==> config.mk <==
export PLATFORM = sky130hd
export DESIGN_NAME = wtc_top
export DESIGN_NICKNAME = d
export VERILOG_FILES = /design/src/rtl/wtc_pkg.sv /design/src/rtl/wtc_top.sv
export SDC_FILE = /design/constraint.sdc
export NUM_CORES = 1
export LEC_CHECK = 0
export BUFFER_PORTS_ARGS = -buffer_cell sky130_fd_sc_hd__buf_2
export CELL_PAD_IN_SITES_DETAIL_PLACEMENT = 1
export CELL_PAD_IN_SITES_GLOBAL_PLACEMENT = 1
export CORE_MARGIN = 2
export CORE_UTILIZATION = 41
export DETAILED_ROUTE_END_ITERATION = 16
export PLACE_DENSITY_LB_ADDON = 0.05
export SYNTH_ARGS = -nofsm -noshare
export SYNTH_HDL_FRONTEND = slang
export SYNTH_SLANG_ARGS = --single-unit
==> constraint.sdc <==
create_clock -name pclk -period 4.6 [get_ports pclk]
set_clock_uncertainty 0.1 [all_clocks]
set_input_delay 0.92 -clock pclk [delete_from_list [all_inputs] [get_ports pclk]]
set_output_delay 0.92 -clock pclk [all_outputs]
set_load 0.005 [all_outputs]
==> src/rtl/wtc_pkg.sv <==
package wtc_pkg;

  // Register byte offsets on the APB window.
  localparam logic [11:0] CTRL_OFS    = 12'h000;
  localparam logic [11:0] CAUSE_OFS   = 12'h004;
  localparam logic [11:0] RESTART_OFS = 12'h008;

  // Control register fields.
  localparam int FLAG_B = 7;
  localparam int IE_B   = 6;
  localparam int SEL3_B = 5;
  localparam int CE_B   = 4;
  localparam int RE_B   = 3;

  // Reset cause register field.
  localparam int RSTF_B = 3;

  // Reset values.
  localparam logic [3:0] SEL_RST = 4'h0;

  // Time-out selection: base count and the largest legal select value.
  localparam logic [20:0] BASE_CYC = 21'h000800;
  localparam logic [3:0]  SEL_MAX  = 4'h9;
  localparam int          TOUT_MIN_MS = 16;
  localparam int          TOUT_MAX_MS = 8000;
  localparam int          OSC_KHZ     = 128;

  // Timing on the system clock.
  localparam int         CLK_NS      = 10;
  localparam logic [2:0] WIN_CYC     = 3'h4;
  localparam int         STARTUP_US  = 65;
  localparam int         STARTUP_CYC = (STARTUP_US * 1000) / CLK_NS;

  typedef enum logic [1:0] {
    REG_CTRL    = 2'h0,
    REG_CAUSE   = 2'h1,
    REG_RESTART = 2'h2,
    REG_NONE    = 2'h3
  } wtc_reg_t;

endpackage : wtc_pkg

==> src/rtl/wtc_top.sv <==
// Overview of operation
// RULE_01: Expiry in a reset mode gives an internal reset pulse of one clock.
// RULE_02: The falling edge of that pulse starts the start-up delay timer.
// RULE_03: The counter advances on edges of the separate 128kHz oscillator.
// RULE_04: At the selected count the current mode's action is taken.
// RULE_05: Software restarts the counter before it reaches the time-out.
// RULE_06: Interrupt mode raises the interrupt and never resets the system.
// RULE_07: The interrupt request also serves as a wake-up event.
// RULE_08: System reset mode resets the system on expiry.
// RULE_09: Combined mode interrupts first, then a later expiry resets.
// RULE_10: The always-on fuse forces system reset mode.
// RULE_11: With the fuse, reset enable reads one, interrupt enable zero.
// RULE_12: Clearing reset enable or changing the select needs the sequence.
// RULE_13: Software opens the sequence writing change enable and reset enable.
// RULE_14: The new values are accepted only within four clocks after opening.
// RULE_15: Time-out spans about 16ms to about 8s.
// RULE_16: An enabled watchdog stays enabled across its own reset.
// RULE_17: Start-up code should clear the reset flag, then reset enable.
// RULE_18: Software keeps interrupts off during the change sequence.
// RULE_19: Software keeps the old select value when opening the sequence.
// RULE_20: Select value n gives 2048 shifted by n cycles, n up to 9.
// RULE_21: Expiry with interrupts sets the flag; vector or writing one clears.
// RULE_22: In combined mode the vector clears interrupt enable and flag.
// RULE_23: A set watchdog reset flag forces reset enable to one.
// RULE_24: Outside the window only setting reset enable is accepted.
// RULE_25: Restart and any system reset clear the counter.
`timescale 1ns/1ps
module wtc_top #(
  parameter int STARTUP_CYC = wtc_pkg::STARTUP_CYC
) (
  // APB slave.
  input  wire logic        pclk,
  input  wire logic        presetn,
  input  wire logic        psel,
  input  wire logic        penable,
  input  wire logic        pwrite,
  input  wire logic [11:0] paddr,
  input  wire logic [31:0] pwdata,
  output      logic [31:0] prdata,
  output      logic        pready,
  output      logic        pslverr,
  // Oscillator and fuse.
  input  wire logic        osc_clk,
  input  wire logic        always_on_fuse,
  // Interrupt handshake.
  input  wire logic        irq_ack,
  output      logic        irq,
  // Reset outputs.
  output      logic        wdog_rst,
  output      logic        startup_busy
);

  function automatic wtc_pkg::wtc_reg_t reg_sel(input logic [11:0] a);
    if (a == wtc_pkg::CTRL_OFS) begin
      return wtc_pkg::REG_CTRL;
    end else if (a == wtc_pkg::CAUSE_OFS) begin
      return wtc_pkg::REG_CAUSE;
    end else if (a == wtc_pkg::RESTART_OFS) begin
      return wtc_pkg::REG_RESTART;
    end else begin
      return wtc_pkg::REG_NONE;
    end
  endfunction : reg_sel

  // Reserved select codes run at the longest legal period.
  function automatic logic [19:0] tout_last(input logic [3:0] s);
    logic [3:0]  e;
    logic [20:0] t;
    e = (s > wtc_pkg::SEL_MAX) ? wtc_pkg::SEL_MAX : s;
    t = wtc_pkg::BASE_CYC << e;
    return t[19:0] - 20'h00001; // [RULE_15] [RULE_20]
  endfunction : tout_last

  logic             osc_s1_r;
  logic             osc_s2_r;
  logic             osc_s3_r;
  logic             fuse_s1_r;
  logic             fuse_s2_r;
  logic [19:0]      cnt_r;
  logic [19:0]      cnt_nxt;
  logic [2:0]       win_r;
  logic [2:0]       win_nxt;
  logic             ie_r;
  logic             ie_nxt;
  logic             re_r;
  logic             re_nxt;
  logic             flag_r;
  logic             flag_nxt;
  logic [3:0]       sel_r;
  logic [3:0]       sel_nxt;
  logic             rstf_r;
  logic             rstf_nxt;
  logic             rst_r;
  logic             rst_nxt;
  logic             irq_r;
  logic             irq_nxt;
  logic [23:0]      dly_r;
  logic [23:0]      dly_nxt;
  logic [31:0]      rdata_r;
  logic [31:0]      rdata_nxt;
  wtc_pkg::wtc_reg_t rsel;
  logic             acc;
  logic             wr_ctrl;
  logic             wr_cause;
  logic             restart;
  logic             osc_rise;
  logic             expire;
  logic             win_open;
  logic             ie_eff;
  logic             re_eff;
  logic             prot_ok;

  // The oscillator is slow and unrelated to pclk, so it is only ever
  // seen as a synchronised edge; a 100 MHz pclk samples it many times.
  always_ff @(posedge pclk or negedge presetn) begin
    if (!presetn) begin
      osc_s1_r  <= 1'b0;
      osc_s2_r  <= 1'b0;
      osc_s3_r  <= 1'b0;
      fuse_s1_r <= 1'b0;
      fuse_s2_r <= 1'b0;
    end else begin
      osc_s1_r  <= osc_clk;
      osc_s2_r  <= osc_s1_r;
      osc_s3_r  <= osc_s2_r;
      fuse_s1_r <= always_on_fuse;
      fuse_s2_r <= fuse_s1_r;
    end
  end

  assign rsel     = reg_sel(paddr);
  assign acc      = psel & penable;
  assign wr_ctrl  = acc & pwrite & (rsel == wtc_pkg::REG_CTRL);
  assign wr_cause = acc & pwrite & (rsel == wtc_pkg::REG_CAUSE);
  assign restart  = acc & pwrite & (rsel == wtc_pkg::REG_RESTART);
  assign osc_rise = osc_s2_r & ~osc_s3_r; // [RULE_03]
  assign expire   = osc_rise & ~restart & ~rst_r
                  & (cnt_r == tout_last(sel_r)); // [RULE_04] [RULE_20]
  assign win_open = (win_r != 3'h0); // [RULE_14]
  assign ie_eff   = ie_r & ~fuse_s2_r; // [RULE_11]
  assign re_eff   = re_r | rstf_r | fuse_s2_r; // [RULE_10] [RULE_23]
  assign prot_ok  = win_open & ~pwdata[wtc_pkg::CE_B]; // [RULE_12]

  always_comb begin
    cnt_nxt  = cnt_r;
    win_nxt  = win_r;
    ie_nxt   = ie_r;
    re_nxt   = re_r;
    flag_nxt = flag_r;
    sel_nxt  = sel_r;
    rstf_nxt = rstf_r;
    rst_nxt  = 1'b0;
    dly_nxt  = dly_r;
    if (restart || rst_r) begin
      cnt_nxt = 20'h00000; // [RULE_25]
    end else if (osc_rise) begin
      cnt_nxt = expire ? 20'h00000 : cnt_r + 20'h00001; // [RULE_03]
    end
    if (rst_r) begin
      dly_nxt = 24'(STARTUP_CYC); // [RULE_02]
    end else if (dly_r != 24'h000000) begin
      dly_nxt = dly_r - 24'h000001;
    end
    if (rst_r) begin
      // The system reset wipes the set-up but the reset flag keeps the
      // watchdog armed, so a runaway start-up is caught again.
      win_nxt  = 3'h0;
      ie_nxt   = 1'b0;
      flag_nxt = 1'b0;
      sel_nxt  = wtc_pkg::SEL_RST;
      re_nxt   = 1'b1; // [RULE_16]
    end else begin
      if (win_open) begin
        win_nxt = win_r - 3'h1;
      end
      if (irq_ack) begin
        flag_nxt = 1'b0; // [RULE_21]
        if (re_eff) begin
          ie_nxt = 1'b0; // [RULE_22]
        end
      end
      if (wr_ctrl) begin
        if (pwdata[wtc_pkg::CE_B] && pwdata[wtc_pkg::RE_B]) begin
          win_nxt = wtc_pkg::WIN_CYC; // [RULE_14]
        end else begin
          win_nxt = 3'h0;
        end
        ie_nxt = pwdata[wtc_pkg::IE_B] & ~fuse_s2_r; // [RULE_11]
        if (pwdata[wtc_pkg::FLAG_B]) begin
          flag_nxt = 1'b0; // [RULE_21]
        end
        if (pwdata[wtc_pkg::RE_B]) begin
          re_nxt = 1'b1; // [RULE_24]
        end else if (prot_ok) begin
          re_nxt = 1'b0; // [RULE_12]
        end
        if (prot_ok) begin
          sel_nxt = {pwdata[wtc_pkg::SEL3_B], pwdata[2:0]}; // [RULE_24]
        end
      end
      if (expire) begin
        if (ie_eff && (!re_eff || !flag_r)) begin
          flag_nxt = 1'b1; // [RULE_06] [RULE_09]
        end else if (re_eff) begin
          rst_nxt = 1'b1; // [RULE_01] [RULE_08]
        end
      end
    end
    if (wr_cause && !pwdata[wtc_pkg::RSTF_B]) begin
      rstf_nxt = 1'b0;
    end
    if (rst_nxt) begin
      rstf_nxt = 1'b1; // [RULE_23]
    end
    irq_nxt = flag_nxt & ie_nxt & ~fuse_s2_r; // [RULE_07]
  end

  always_ff @(posedge pclk or negedge presetn) begin
    if (!presetn) begin
      cnt_r  <= 20'h00000;
      win_r  <= 3'h0;
      ie_r   <= 1'b0;
      re_r   <= 1'b0;
      flag_r <= 1'b0;
      sel_r  <= wtc_pkg::SEL_RST;
      rstf_r <= 1'b0;
      rst_r  <= 1'b0;
      irq_r  <= 1'b0;
      dly_r  <= 24'h000000;
    end else begin
      cnt_r  <= cnt_nxt;
      win_r  <= win_nxt;
      ie_r   <= ie_nxt;
      re_r   <= re_nxt;
      flag_r <= flag_nxt;
      sel_r  <= sel_nxt;
      rstf_r <= rstf_nxt;
      rst_r  <= rst_nxt;
      irq_r  <= irq_nxt;
      dly_r  <= dly_nxt;
    end
  end

  // Read data is captured in the setup cycle and held through access.
  always_comb begin
    rdata_nxt = rdata_r;
    if (psel && !penable) begin
      rdata_nxt = 32'h00000000;
      if (rsel == wtc_pkg::REG_CTRL) begin
        rdata_nxt[wtc_pkg::FLAG_B] = flag_r;
        rdata_nxt[wtc_pkg::IE_B]   = ie_eff; // [RULE_11]
        rdata_nxt[wtc_pkg::SEL3_B] = sel_r[3];
        rdata_nxt[wtc_pkg::CE_B]   = win_open;
        rdata_nxt[wtc_pkg::RE_B]   = re_eff; // [RULE_11]
        rdata_nxt[2:0]             = sel_r[2:0];
      end else if (rsel == wtc_pkg::REG_CAUSE) begin
        rdata_nxt[wtc_pkg::RSTF_B] = rstf_r;
      end
    end
  end

  always_ff @(posedge pclk or negedge presetn) begin
    if (!presetn) begin
      rdata_r <= 32'h00000000;
    end else begin
      rdata_r <= rdata_nxt;
    end
  end

  assign prdata       = rdata_r;
  assign pready       = 1'b1;
  assign pslverr      = acc & (rsel == wtc_pkg::REG_NONE);
  assign irq          = irq_r;
  assign wdog_rst     = rst_r;
  assign startup_busy = (dly_r != 24'h000000);
endmodule : wtc_top

==> After elaboration in Yosys (flattened, before gate mapping) <==
Cells that the tools add are included.
{ "word_totals": {"elab_cells": 113, "in_bits": 52, "out_inout_bits": 37, "reg_bits": 70} }
{ "classes": {"n_eq_ne": 6, "n_bitwise": 22, "shift": 1, "reduce_logical": 23, "n_mux": 40, "order_cmp": 1, "n_addsub": 4} }
{ "op_table": {"columns": ["operator", "count"], "rows": [
  ["$mux W20", 3],
  ["$mux W24", 2],
  ["$reduce_bool A24 Y1", 1],
  ["$sub A24 B1 Y24 const B", 1],
  ["$mux W1", 23],
  ["$add A20 B1 Y20 const B", 1],
  ["$eq A20 B20 Y1", 1],
  ["$mux W4", 5],
  ["$shl A12 B4 Y20 const A", 1],
  ["$sub A20 B1 Y20 const B", 1],
  ["$and A1 B1 Y1", 15],
  ["$mux W3", 5],
  ["$eq A12 B3 Y1 const B", 1],
  ["$eq A12 B4 Y1 const B", 1],
  ["$logic_not A12 Y1", 1],
  ["$reduce_bool A2 Y1", 5],
  ["$reduce_bool A3 Y1", 3],
  ["$not A1 Y1", 5],
  ["$eq A2 B2 Y1 const B", 2],
  ["$gt A4 B4 Y1 const B", 1],
  ["$logic_and A1 B1 Y1", 4],
  ["$logic_not A1 Y1", 4],
  ["$mux W2", 2],
  ["$reduce_and A2 Y1", 2],
  ["other kinds (5)", 7]
]} }

==> Depth between registers and ports, before layout <==
Gate-level depths: netlist of the first run.
{ "depth": {"depth_word": 14, "depth_mapped": 13, "depth_no_buf": 9} }

==> Worst setup path before layout of the first run <==
No wires, ideal clock.
{ "synth_timing": {"path_kind": "register -> register", "start": "reg sel_r[3]", "end": "reg cnt_r[14]", "slack_ns": 1.314, "arrival_ns": 3.060, "setup_ns": 0.126, "synth_period_minus_slack_ns": 3.286, "path_stages_with_launch": 13, "required_ns": 4.374, "path_buffers": 4, "cell_sequence": "dfrtp_1 buf_2 buf_2 or4b_2 ha_1 clkbuf_1 nor3_1 o2111ai_1 a32oi_1 a21o_4 buf_6 nor3_1 a221o_1"} }
{ "synth_between": {"elab_chain_len": 9} }
{ "synth_rtl": {"columns": ["element", "line", "source"], "rows": [
  ["from (decl)", "wtc_top.sv:89", "logic [3:0] sel_r;"],
  ["from (signal assigned)", "wtc_top.sv:225", "sel_r <= wtc_pkg::SEL_RST;"],
  ["from (signal assigned)", "wtc_top.sv:236", "sel_r <= sel_nxt;"],
  ["$gt A4 B4 Y1", "wtc_top.sv:69", "e = (s > wtc_pkg::SEL_MAX) ? wtc_pkg::SEL_MAX : s;"],
  ["$mux W4 (*)", "wtc_top.sv:69", null],
  ["$shl A12 B4 Y20 (*)", "wtc_top.sv:70", "t = wtc_pkg::BASE_CYC << e;"],
  ["$sub A20 B1 Y20 (*)", "wtc_top.sv:71", "return t[19:0] - 20'h00001;"],
  ["$eq A20 B20 Y1 (*)", "wtc_top.sv:138", "& (cnt_r == tout_last(sel_r));"],
  ["$and A1 B1 Y1 (*)", "wtc_top.sv:138", null],
  ["$mux W20 (*)", "wtc_top.sv:157", "cnt_nxt = expire ? 20'h00000 : cnt_r + 20'h00001;"],
  ["$mux W20 (*)", "wtc_top.sv:156", "end else if (osc_rise) begin"],
  ["$mux W20 (*)", "wtc_top.sv:154", "if (restart || rst_r) begin"],
  ["to (signal assigned)", "wtc_top.sv:231", "cnt_r <= cnt_nxt;"],
  ["to (decl)", "wtc_top.sv:79", "logic [19:0] cnt_r;"]
]} }
Mark *: on every way between the ends. The rest lies on a longest branch, timed or not. The select of a mux whose other input is x is not followed.
A chain may end at the register's enable or synchronous reset.

==> Worst setup path after layout of the first run <==
Same ends and word-level chain as after synthesis.

==> results.md, run 1 <==
- Outcome: completed
- Clock slew at reported path FFs: 0.09 ns
- Final Wtd Congestion: 0.758
- Area contributors post-synth: dfrtp_1 43%, buf_4 4.6%, nor2_1 3.8%, nand3_1 3.2%, nand2_1 2.4%
- RSZ-0062 raised after global routing: no
- Site Rows: 36
- Count leader, synth: dfrtp_1
- DR pass1 iterations: 4
- PD cells: 312 nW/µm²
- Ys async rst share: 100%
- Vias per cell: 5.38
- Mapped cell area: 4040 µm²
- Gr ovfl total: 0
- Post-synth top flop: dfrtp_1
- I/O pin count: 89
- PortBufs: 39
- CTS Root Cell: clkbuf_8
- Vias: 3237
- Worst path max stage delay: 0.72 ns
- Lkg Pwr: 0.00214 µW
- Max frequency: 0.268 GHz
- Layout Nets: 521
- Clk sinks: 70
- Die X: 103 µm
- DRT antenna net count: 0
- Startpoint Class: register
- Setup CP Type: reg -> reg
- Tot Pwr: 1400 µW
- Crit end category: register
- Worst slew margin: 45.1%
- Register area share after synthesis: 43.4%
- Worst-Margin Slew: 0.823 ns
- Type of the worst min-delay path: reg -> reg
- H-Tree Depth: 3
- Num CTS Buffers: 9
- # DRC: 0
- Post-DP HPWL: 6630 µm
- Placed cell area: 4240 µm²
- Worst vdd ir: 0.137 mV
- Vias in the first global route: 3255
- Yosys top cell area share: 43.4%
- CTS tree: built
- Crit path buffers/inverters: 0
- Die area: 10700 µm²
- Clock latency on the worst-skew pair: 0.36 ns
- Syn Inst Count: 432
- Clk buf depth: 2
- Critical path required time: 4.75 ns
- Arr. time, crit path: 3.87 ns
- Yosys reg bits: 70
- Family with the most delay on the worst path: compound AO/OA/AOI/OAI gates
- First-pass GRT wire length: 15900 µm
- Inserted Diodes: 0
- Synth cell types: 65
- Die height: 103 µm
- Final Critical Period: 3.72 ns
- All-Layer GR Usage: 19.2%
- Largest net degree at the start of global routing: 39
- Worst-path fanout max: 19
- Synthesized area per cell: 9.35 µm²
- Final instance area: 4480 µm²
- DR iter-0 viols: 66
- Antenna violations before repair: 0
- CORE AREA: 9680 µm²
- Max Slew Vio Count: 0
- Initial Utilization: 41.7%
- # hold bufs at CTS: 0
- Slowest cell on crit path: or4b_2
- Maxcap violations: 0
- Yosys top cell by area: dfrtp_1
- Period Utilization, post-route: 81.0%
- Routed WL: 9370 µm
- Post-synth EDFFs: 0
- Avg WL per Cell: 15.6 µm
- Cell Chain, Critical Path: or4b_2, ha_1, nor3_1, o2111ai_1, a32oi_1, a21oi_2, a221o_1
- Synthesis Warnings: 0
- Area delta synth->final: 10.8%
- Final setup vio count: 0
- Final setup TNS: 0 ns
- Synth cell count leaders: 70 x dfrtp_1, 41 x nor2_1, 26 x nand2_1, 26 x nand3_1, 25 x buf_4
- Final Hold Viols: 0
- CTS resizes: 0
- Layout cells sized above 1: 16.2%
- Post-CTS setup buffers: 0
-- routing by layer --
metal / global-route usage (%) / share of wire, % / vias to the layer above / routed length (µm)
li1: - / - / 1565 / -
met1: 25.5 / 47 / 1619 / 4410
met2: 31.6 / 49 / 43 / 4590
met3: 3.63 / 2.7 / 10 / 252
met4: 6.28 / 1.2 / 0 / 116
met5: 0 / 0 / - / 0
-- cell families after synthesis --
kind of cell               count (synthesis)  synth area share [%]
AOI/OAI and AO/OA                         75                  12.9
adders and majority gates                  5                  1.55
xor gates and xnor gates                  21                  4.55
buffers and inverters                     57                  8.09
other                                      2                 0.186
muxes                                      7                  1.73
and+or+nand+nor                          195                  27.6
DFF                                       70                  43.4
-- worst paths after layout --
path                       startpoint         to  slack, ns  cells past startpoint
max                          sel_r[3]  cnt_r[14]       0.88                      7
min                          osc_s1_r   osc_s2_r       0.25                      0
max reg2reg                  sel_r[3]  cnt_r[14]       0.88                      7
min reg2reg                  osc_s1_r   osc_s2_r       0.25                      0
max in group asynchronous     presetn  prdata[6]       3.03                      2
min in group asynchronous     presetn  prdata[4]       0.54                      1
-- power by group --
| group | switching, µW | internal, µW | total, µW |
|---|---|---|---|
| clock network | 246 | 357 | 603 |
| registers | 20.3 | 641 | 661 |
| logic | 79.1 | 53.6 | 133 |
| total | 345 | 1050 | 1400 |
-- cell usage in the layout, fill, tap and decap left out, types with 11 or more instances in the layout --
cell / n
dfrtp_1: 70
nor2_1: 41
buf_2: 39
nand3_1: 26
nand2_1: 26
conb_1: 25
a21oi_1: 18
nor3_1: 14
o21ai_0: 13
inv_1: 12
xnor2_1: 11
-- through the flow --
| stage | instances | setup slack (ns) | util, % | hold slack, ns |
|---|---|---|---|---|
| after floorplan | 455 | 1.31 | - | 0.231 |
| after global placement | 586 | 0.963 | 43.8 | 0.236 |
| after detailed placement | 586 | 0.866 | 43.8 | 0.239 |
| after CTS | 602 | 0.862 | 46.2 | 0.255 |
| after global routing | 602 | 0.600 | 46.2 | 0.261 |
| final | 602 | 0.875 | 46.2 | 0.252 |
-- flip-flops by register name, summed over array words and instances (netlist names) --
| register | flops |
|---|---|
| cnt_r | 20 |
| wdog_rst | 1 |
| dly_r | 24 |
| re_r | 1 |
| osc_s1_r | 1 |
| rstf_r | 1 |
| fuse_s1_r | 1 |
| win_r | 3 |
| ie_r | 1 |
| osc_s3_r | 1 |
| osc_s2_r | 1 |
| prdata | 8 |
| sel_r | 4 |
| irq | 1 |
| fuse_s2_r | 1 |
| flag_r | 1 |
-- area by class of cell --
| cell class | instances | area (µm²) |
|---|---|---|
| repair buffers | 43 | 225 |
| clock buffers | 9 | 124 |
| fillers | 1142 | 5210 |
| clock inverters | 7 | 113 |
| well taps | 133 | 166 |
| multi-input cells | 328 | 2050 |
| inverters | 12 | 45.0 |
| flip-flops and latches | 70 | 1750 |
Power figures use the tool's default switching activity.
==> run 2, diff against run 1 <==
- CORE_UTILIZATION: 41 -> 37
- clock period: 4.6 -> 3 ns (I/O delays scaled with it)
==> run 2 against run 1 <==
Compared with the run above: cell count rose by 3.7%; largest cell class unchanged; global-route usage fell by 2.0 points; setup slack got worse by 0.82 ns; combinational power rose by 54%; highest routed layer unchanged.
==> results.md, run 2 (synthesized netlist as in run 1, its figures left out) <==
- Outcome: completed
- First-pass GRT wire length: 15800 µm
- Die height: 108 µm
- Final Critical Period: 2.95 ns
- Startpoint Class: register
- PD cells: 440 nW/µm²
- Clock slew at reported path FFs: 0.09 ns
- Routed WL: 9340 µm
- R2r setup slk: 0.05 ns
- CORE AREA: 10700 µm²
- Final setup vio count: 0
- Crit path buffers/inverters: 0
- Comb power frac: 10.1%
- Cell Chain, Critical Path: or4b_4, ha_4, xor2_1, o211ai_1, or3_4, nor3_4, a21o_4, nor3_1, a221o_1
- # DRC: 0
- Inserted Diodes: 0
- Psw: 572 µW
- Largest net degree at the start of global routing: 37
- CTS Root Cell: clkbuf_8
- Max Slew Vio Count: 0
- Clk buf depth: 2
- R2R cell count: 9
- Type of the worst min-delay path: in -> async
- H-Tree Depth: 3
- Clk sinks: 70
- Post-DP HPWL: 6690 µm
- Pre-CTS setup slack: 0.0950 ns
- Internal power: 1460 µW
- Worst slew margin: 55.5%
- Lkg Pwr: 0.00221 µW
- Net Sw Frac: 28.1%
- Layout cells sized above 1: 20.0%
- Final non-filler cell total: 624
- Commonest non-fill, non-tap cell in the layout: dfrtp_1
- Maxcap violations: 0
- Slowest cell on crit path: or4b_4
- Die area: 11800 µm²
- R2r startpoint: sel_r[3]
- CP Depth: 9
- # fillers: 1270
- Family with the most delay on the worst path: simple AND/OR/NAND/NOR gates
- Vias in the first global route: 3184
- Commonest non-fill, non-tap cells in the layout: 69 x dfrtp_1, 41 x nor2_1, 39 x buf_2
- DR pass1 iterations: 4
- Gr ovfl total: 0
- Final Hold Viols: 0
- Clk pwr share: 40.1%
- Clock latency on the worst-skew pair: 0.36 ns
- DRT antenna net count: 0
- Layout Nets: 536
- Largest Register: dly_r
- All-Layer GR Usage: 17.2%
- Worst path max stage delay: 0.53 ns
- Site Rows: 38
- Placed cells: 606
- Setup CP Type: reg -> reg
- PortBufs: 39
- Antenna violations before repair: 0
- Sequential Power Share: 49.8%
- Die X: 108 µm
- Worst-Margin Slew: 0.665 ns
- RSZ-0062 raised after global routing: yes
- Crit end category: register
- Final Wtd Congestion: 0.741
- DR iter-0 viols: 79
- Avg WL per Cell: 15.0 µm
- Flip-flop count of the largest register after layout: 24
- Period Utilization, post-route: 98.3%
- Critical path required time: 3.15 ns
- Final worst setup slack: 0.0502 ns
- Num CTS Buffers: 9
- Max frequency: 0.339 GHz
- CTS tree: built
- Worst-path fanout max: 16
- Worst vdd ir: 0.168 mV
- Vias per cell: 5.20
- Arr. time, crit path: 3.10 ns
- Initial Utilization: 37.6%
- I/O pin count: 89
- Vias: 3247
- Worst reg2reg endpoint: cnt_r[14]
- Area delta synth->final: 14.4%
## run 2: how the worst max path moves through the flow
stage | startpoint | to | slack, ns
global placement | sel_r[3] | irq | 0.11
global route | sel_r[3] | cnt_r[15] | -0.03
finish | sel_r[3] | cnt_r[14] | 0.05
detailed placement | sel_r[3] | cnt_r[14] | 0.1
floorplan | sel_r[1] | cnt_r[14] | 0.007
CTS | sel_r[0] | cnt_r[14] | 0.08
## run 2: repair_timing
item	CTS	global route
hold buffers	0	0
setup buffers	0	2
setup endpoints to repair	0	15
gates resized for setup	0	4
## run 2: worst register-to-register path, stage by stage (launching register included)
cell and delay [ns]:
dfrtp_2 0.44, or4b_4 0.53, ha_4 0.28, xor2_1 0.15, o211ai_1 0.10, or3_4 0.36
nor3_4 0.28, a21o_4 0.26, nor3_1 0.08, a221o_1 0.25
## run 2: power by group through the flow
stage                     Combinational (µW)  Clock [µW]  Sequential (µW)
after floorplan                          155           0             1020
after global placement                   202           0             1030
after detailed placement                 209           0             1030
after CTS                                210         850             1010
after global routing                     245         886             1020
final                                    205         816             1010
## run 2: final cells by class
cell class | count | area (µm²) | area share (%)
inverters | 12 | 45.0 | 0.975
repair buffers | 58 | 342 | 7.39
clock buffers | 9 | 124 | 2.68
flip-flops and latches | 70 | 1750 | 37.9
clock inverters | 7 | 80.1 | 1.73
multi-input cells | 328 | 2100 | 45.5
well taps | 140 | 175 | 3.79
## run 2: per-stage QoR
stage          hold slack (ns)  setup TNS (ns)  utilization, %  total power, µW  instance area, µm²
6_report                0.0969               0            43.0             2030                4620
3_5_place_dp             0.238               0            40.8             1240                4380
4_1_cts                 0.0931               0            42.7             2070                4580
3_3_place_gp             0.236               0            40.8             1230                4380
5_1_grt                  0.124         -0.0558            43.0             2150                4620
2_1_floorplan            0.204               0               -             1180                4180
## run 2: metal layers
layer	GRT usage [%]	up-vias	share of wire (%)
li1	-	1598	-
met1	23.4	1592	50
met4	6.04	0	1.1
met5	0	-	0
met2	26.9	47	47
met3	3.80	10	2.7
==> run 3, diff against run 2 <==
- CORE_UTILIZATION: 37 -> 41
- PLACE_DENSITY_LB_ADDON: 0.05 -> 0.1
- SLEW_MARGIN: default -> 30
- clock period: 3 -> 2.9 ns (I/O delays scaled with it)
==> run 3 against run 2 <==
Compared with the run above: utilization increased by 5.1 points; combinational power increased by 9.8%; sequential share of layout area decreased by 0.37 points; setup slack got worse by 0.028 ns; sequential power increased by 4%; die area decreased by 9.4%; largest cell class unchanged.
==> results.md, run 3 (synthesized netlist as in run 1, its figures left out) <==
- Largest net degree at the start of global routing: 38
- First-pass GRT wire length: 16200 µm
- Layout Nets: 544
- Arr. time, crit path: 3.02 ns
- Initial Utilization: 41.7%
- DRT antenna net count: 0
- Clk sinks: 70
- Layout cells sized above 1: 21.2%
- Worst-path fanout max: 15
- Internal power: 1440 µW
- Worst vdd ir: 0.191 mV
- Final setup vio count: 0
- Vias in the first global route: 3430
- Site Rows: 36
- Sequential Power Share: 53.0%
- Antenna violations before repair: 0
- Avg WL per Cell: 15.0 µm
- Num CTS Buffers: 9
- Die height: 103 µm
- Lkg Pwr: 0.00224 µW
- Maxcap violations: 0
- Vias per cell: 5.23
- Routed WL: 9370 µm
- PortBufs: 39
- Clock slew at reported path FFs: 0.08 ns
- Commonest non-fill, non-tap cells in the layout: 70 x dfrtp_1, 41 x nor2_1, 39 x buf_2
- Tot Pwr: 1970 µW
- I/O pin count: 89
- Gr ovfl total: 0
- Max Slew Vio Count: 0
- Type of the worst min-delay path: in -> reg
- CTS Root Cell: clkbuf_8
- Final Hold Viols: 0
- Final instance area: 4660 µm²
- Clk buf depth: 2
- Outcome: completed
- Worst-Margin Slew: 0.992 ns
- Flip-flop count of the largest register after layout: 24
- Critical path required time: 3.04 ns
- Net Sw Frac: 26.9%
- Final Critical Period: 2.88 ns
- PD cells: 423 nW/µm²
- Period Utilization, post-route: 99.2%
- Area delta synth->final: 15.4%
- Post-DP HPWL: 6740 µm
- Setup CP Type: reg -> reg
- Pre-CTS setup slack: 0.0386 ns
- CTS tree: built
- Crit end category: register
- Die area: 10700 µm²
- Psw: 531 µW
- Max frequency: 0.347 GHz
- Clock latency on the worst-skew pair: 0.35 ns
- RSZ-0062 raised after global routing: yes
- Comb power frac: 11.4%
- Commonest non-fill, non-tap cell in the layout: dfrtp_1
- Startpoint Class: register
- # DRC: 0
- DR pass1 iterations: 4
- Final worst setup slack: 0.0218 ns
- Die X: 103 µm
- Clk pwr share: 35.6%
- DR iter-0 viols: 69
- Largest Register: dly_r
- CORE AREA: 9680 µm²
- Worst slew margin: 33.5%
- H-Tree Depth: 3
- Vias: 3263
- Final Wtd Congestion: 0.774
- Placed cell area: 4450 µm²
- Inserted Diodes: 0
- All-Layer GR Usage: 19.6%
run 3: changes by cell type in the layout (fill, tap and decap cells not counted), moves of 2 or more:
cell	before	now
buf_12	0	2
nor3_2	3	5
inv_6	3	0
clkbuf_1	0	2
nor3_1	13	11
o21ai_0	13	10
a21oi_2	1	3
a21oi_1	18	16
o21ai_1	0	3
buf_4	18	24
run 3: power by group through the flow:
stage | registers [µW] | logic, µW | clock network (µW)
final | 1050 | 225 | 702
after global routing | 1050 | 262 | 780
after CTS | 1050 | 227 | 739
after detailed placement | 1070 | 224 | 0
after global placement | 1060 | 212 | 0
after floorplan | 1060 | 161 | 0
run 3: through the flow:
| stage | cells | setup TNS, ns | hold WS (ns) | utilization, % |
|---|---|---|---|---|
| final | 624 | 0 | 0.231 | 48.1 |
| after global routing | 624 | -0.191 | 0.199 | 48.1 |
| after CTS | 622 | 0 | 0.209 | 47.8 |
| after detailed placement | 606 | 0 | 0.250 | 45.9 |
| after global placement | 606 | 0 | 0.253 | 45.9 |
| after floorplan | 455 | -0.189 | 0.184 | - |
run 3: final timing paths:
check	slack, ns	cells after the start	from	endpoint
max	0.02	9	sel_r[1]	cnt_r[14]
min	0.23	1	always_on_fuse	fuse_s1_r
max reg2reg	0.02	9	sel_r[1]	cnt_r[14]
min reg2reg	0.26	0	fuse_s1_r	fuse_s2_r
max in group asynchronous	1.52	3	presetn	cnt_r[3]
min in group asynchronous	0.57	2	presetn	prdata[4]
run 3: repair_timing:
item                       in CTS  in global routing
hold buffers                    1                  0
setup endpoints to repair       1                 18
gates resized for setup         1                  7
setup buffers                   0                  2
hold endpoints to repair        9                  0
pin swaps                       0                  2
run 3: routing by layer:
metal	share of wire, %	track usage (%)	vias up
li1	-	-	1609
met1	48	25.3	1605
met2	49	32.6	37
met3	2.3	4.03	12
met4	1.6	7.19	0
met5	0	0	-
run 3: worst max-delay path: stages (launching register included):
cell and delay [ns]:
dfrtp_1 0.41, or4b_4 0.57, ha_4 0.28, xor2_1 0.15, o211ai_1 0.10, or3_4 0.37
nor3_4 0.21, a21o_4 0.26, nor3_2 0.06, a221o_1 0.26
run 3: cell type report:
class	count	area [µm²]
well taps	133	166
inverters	12	45.0
repair buffers	66	425
flip-flops and latches	70	1750
fillers	1157	5020
clock buffers	12	145
clock inverters	3	21.3
multi-input cells	328	2110
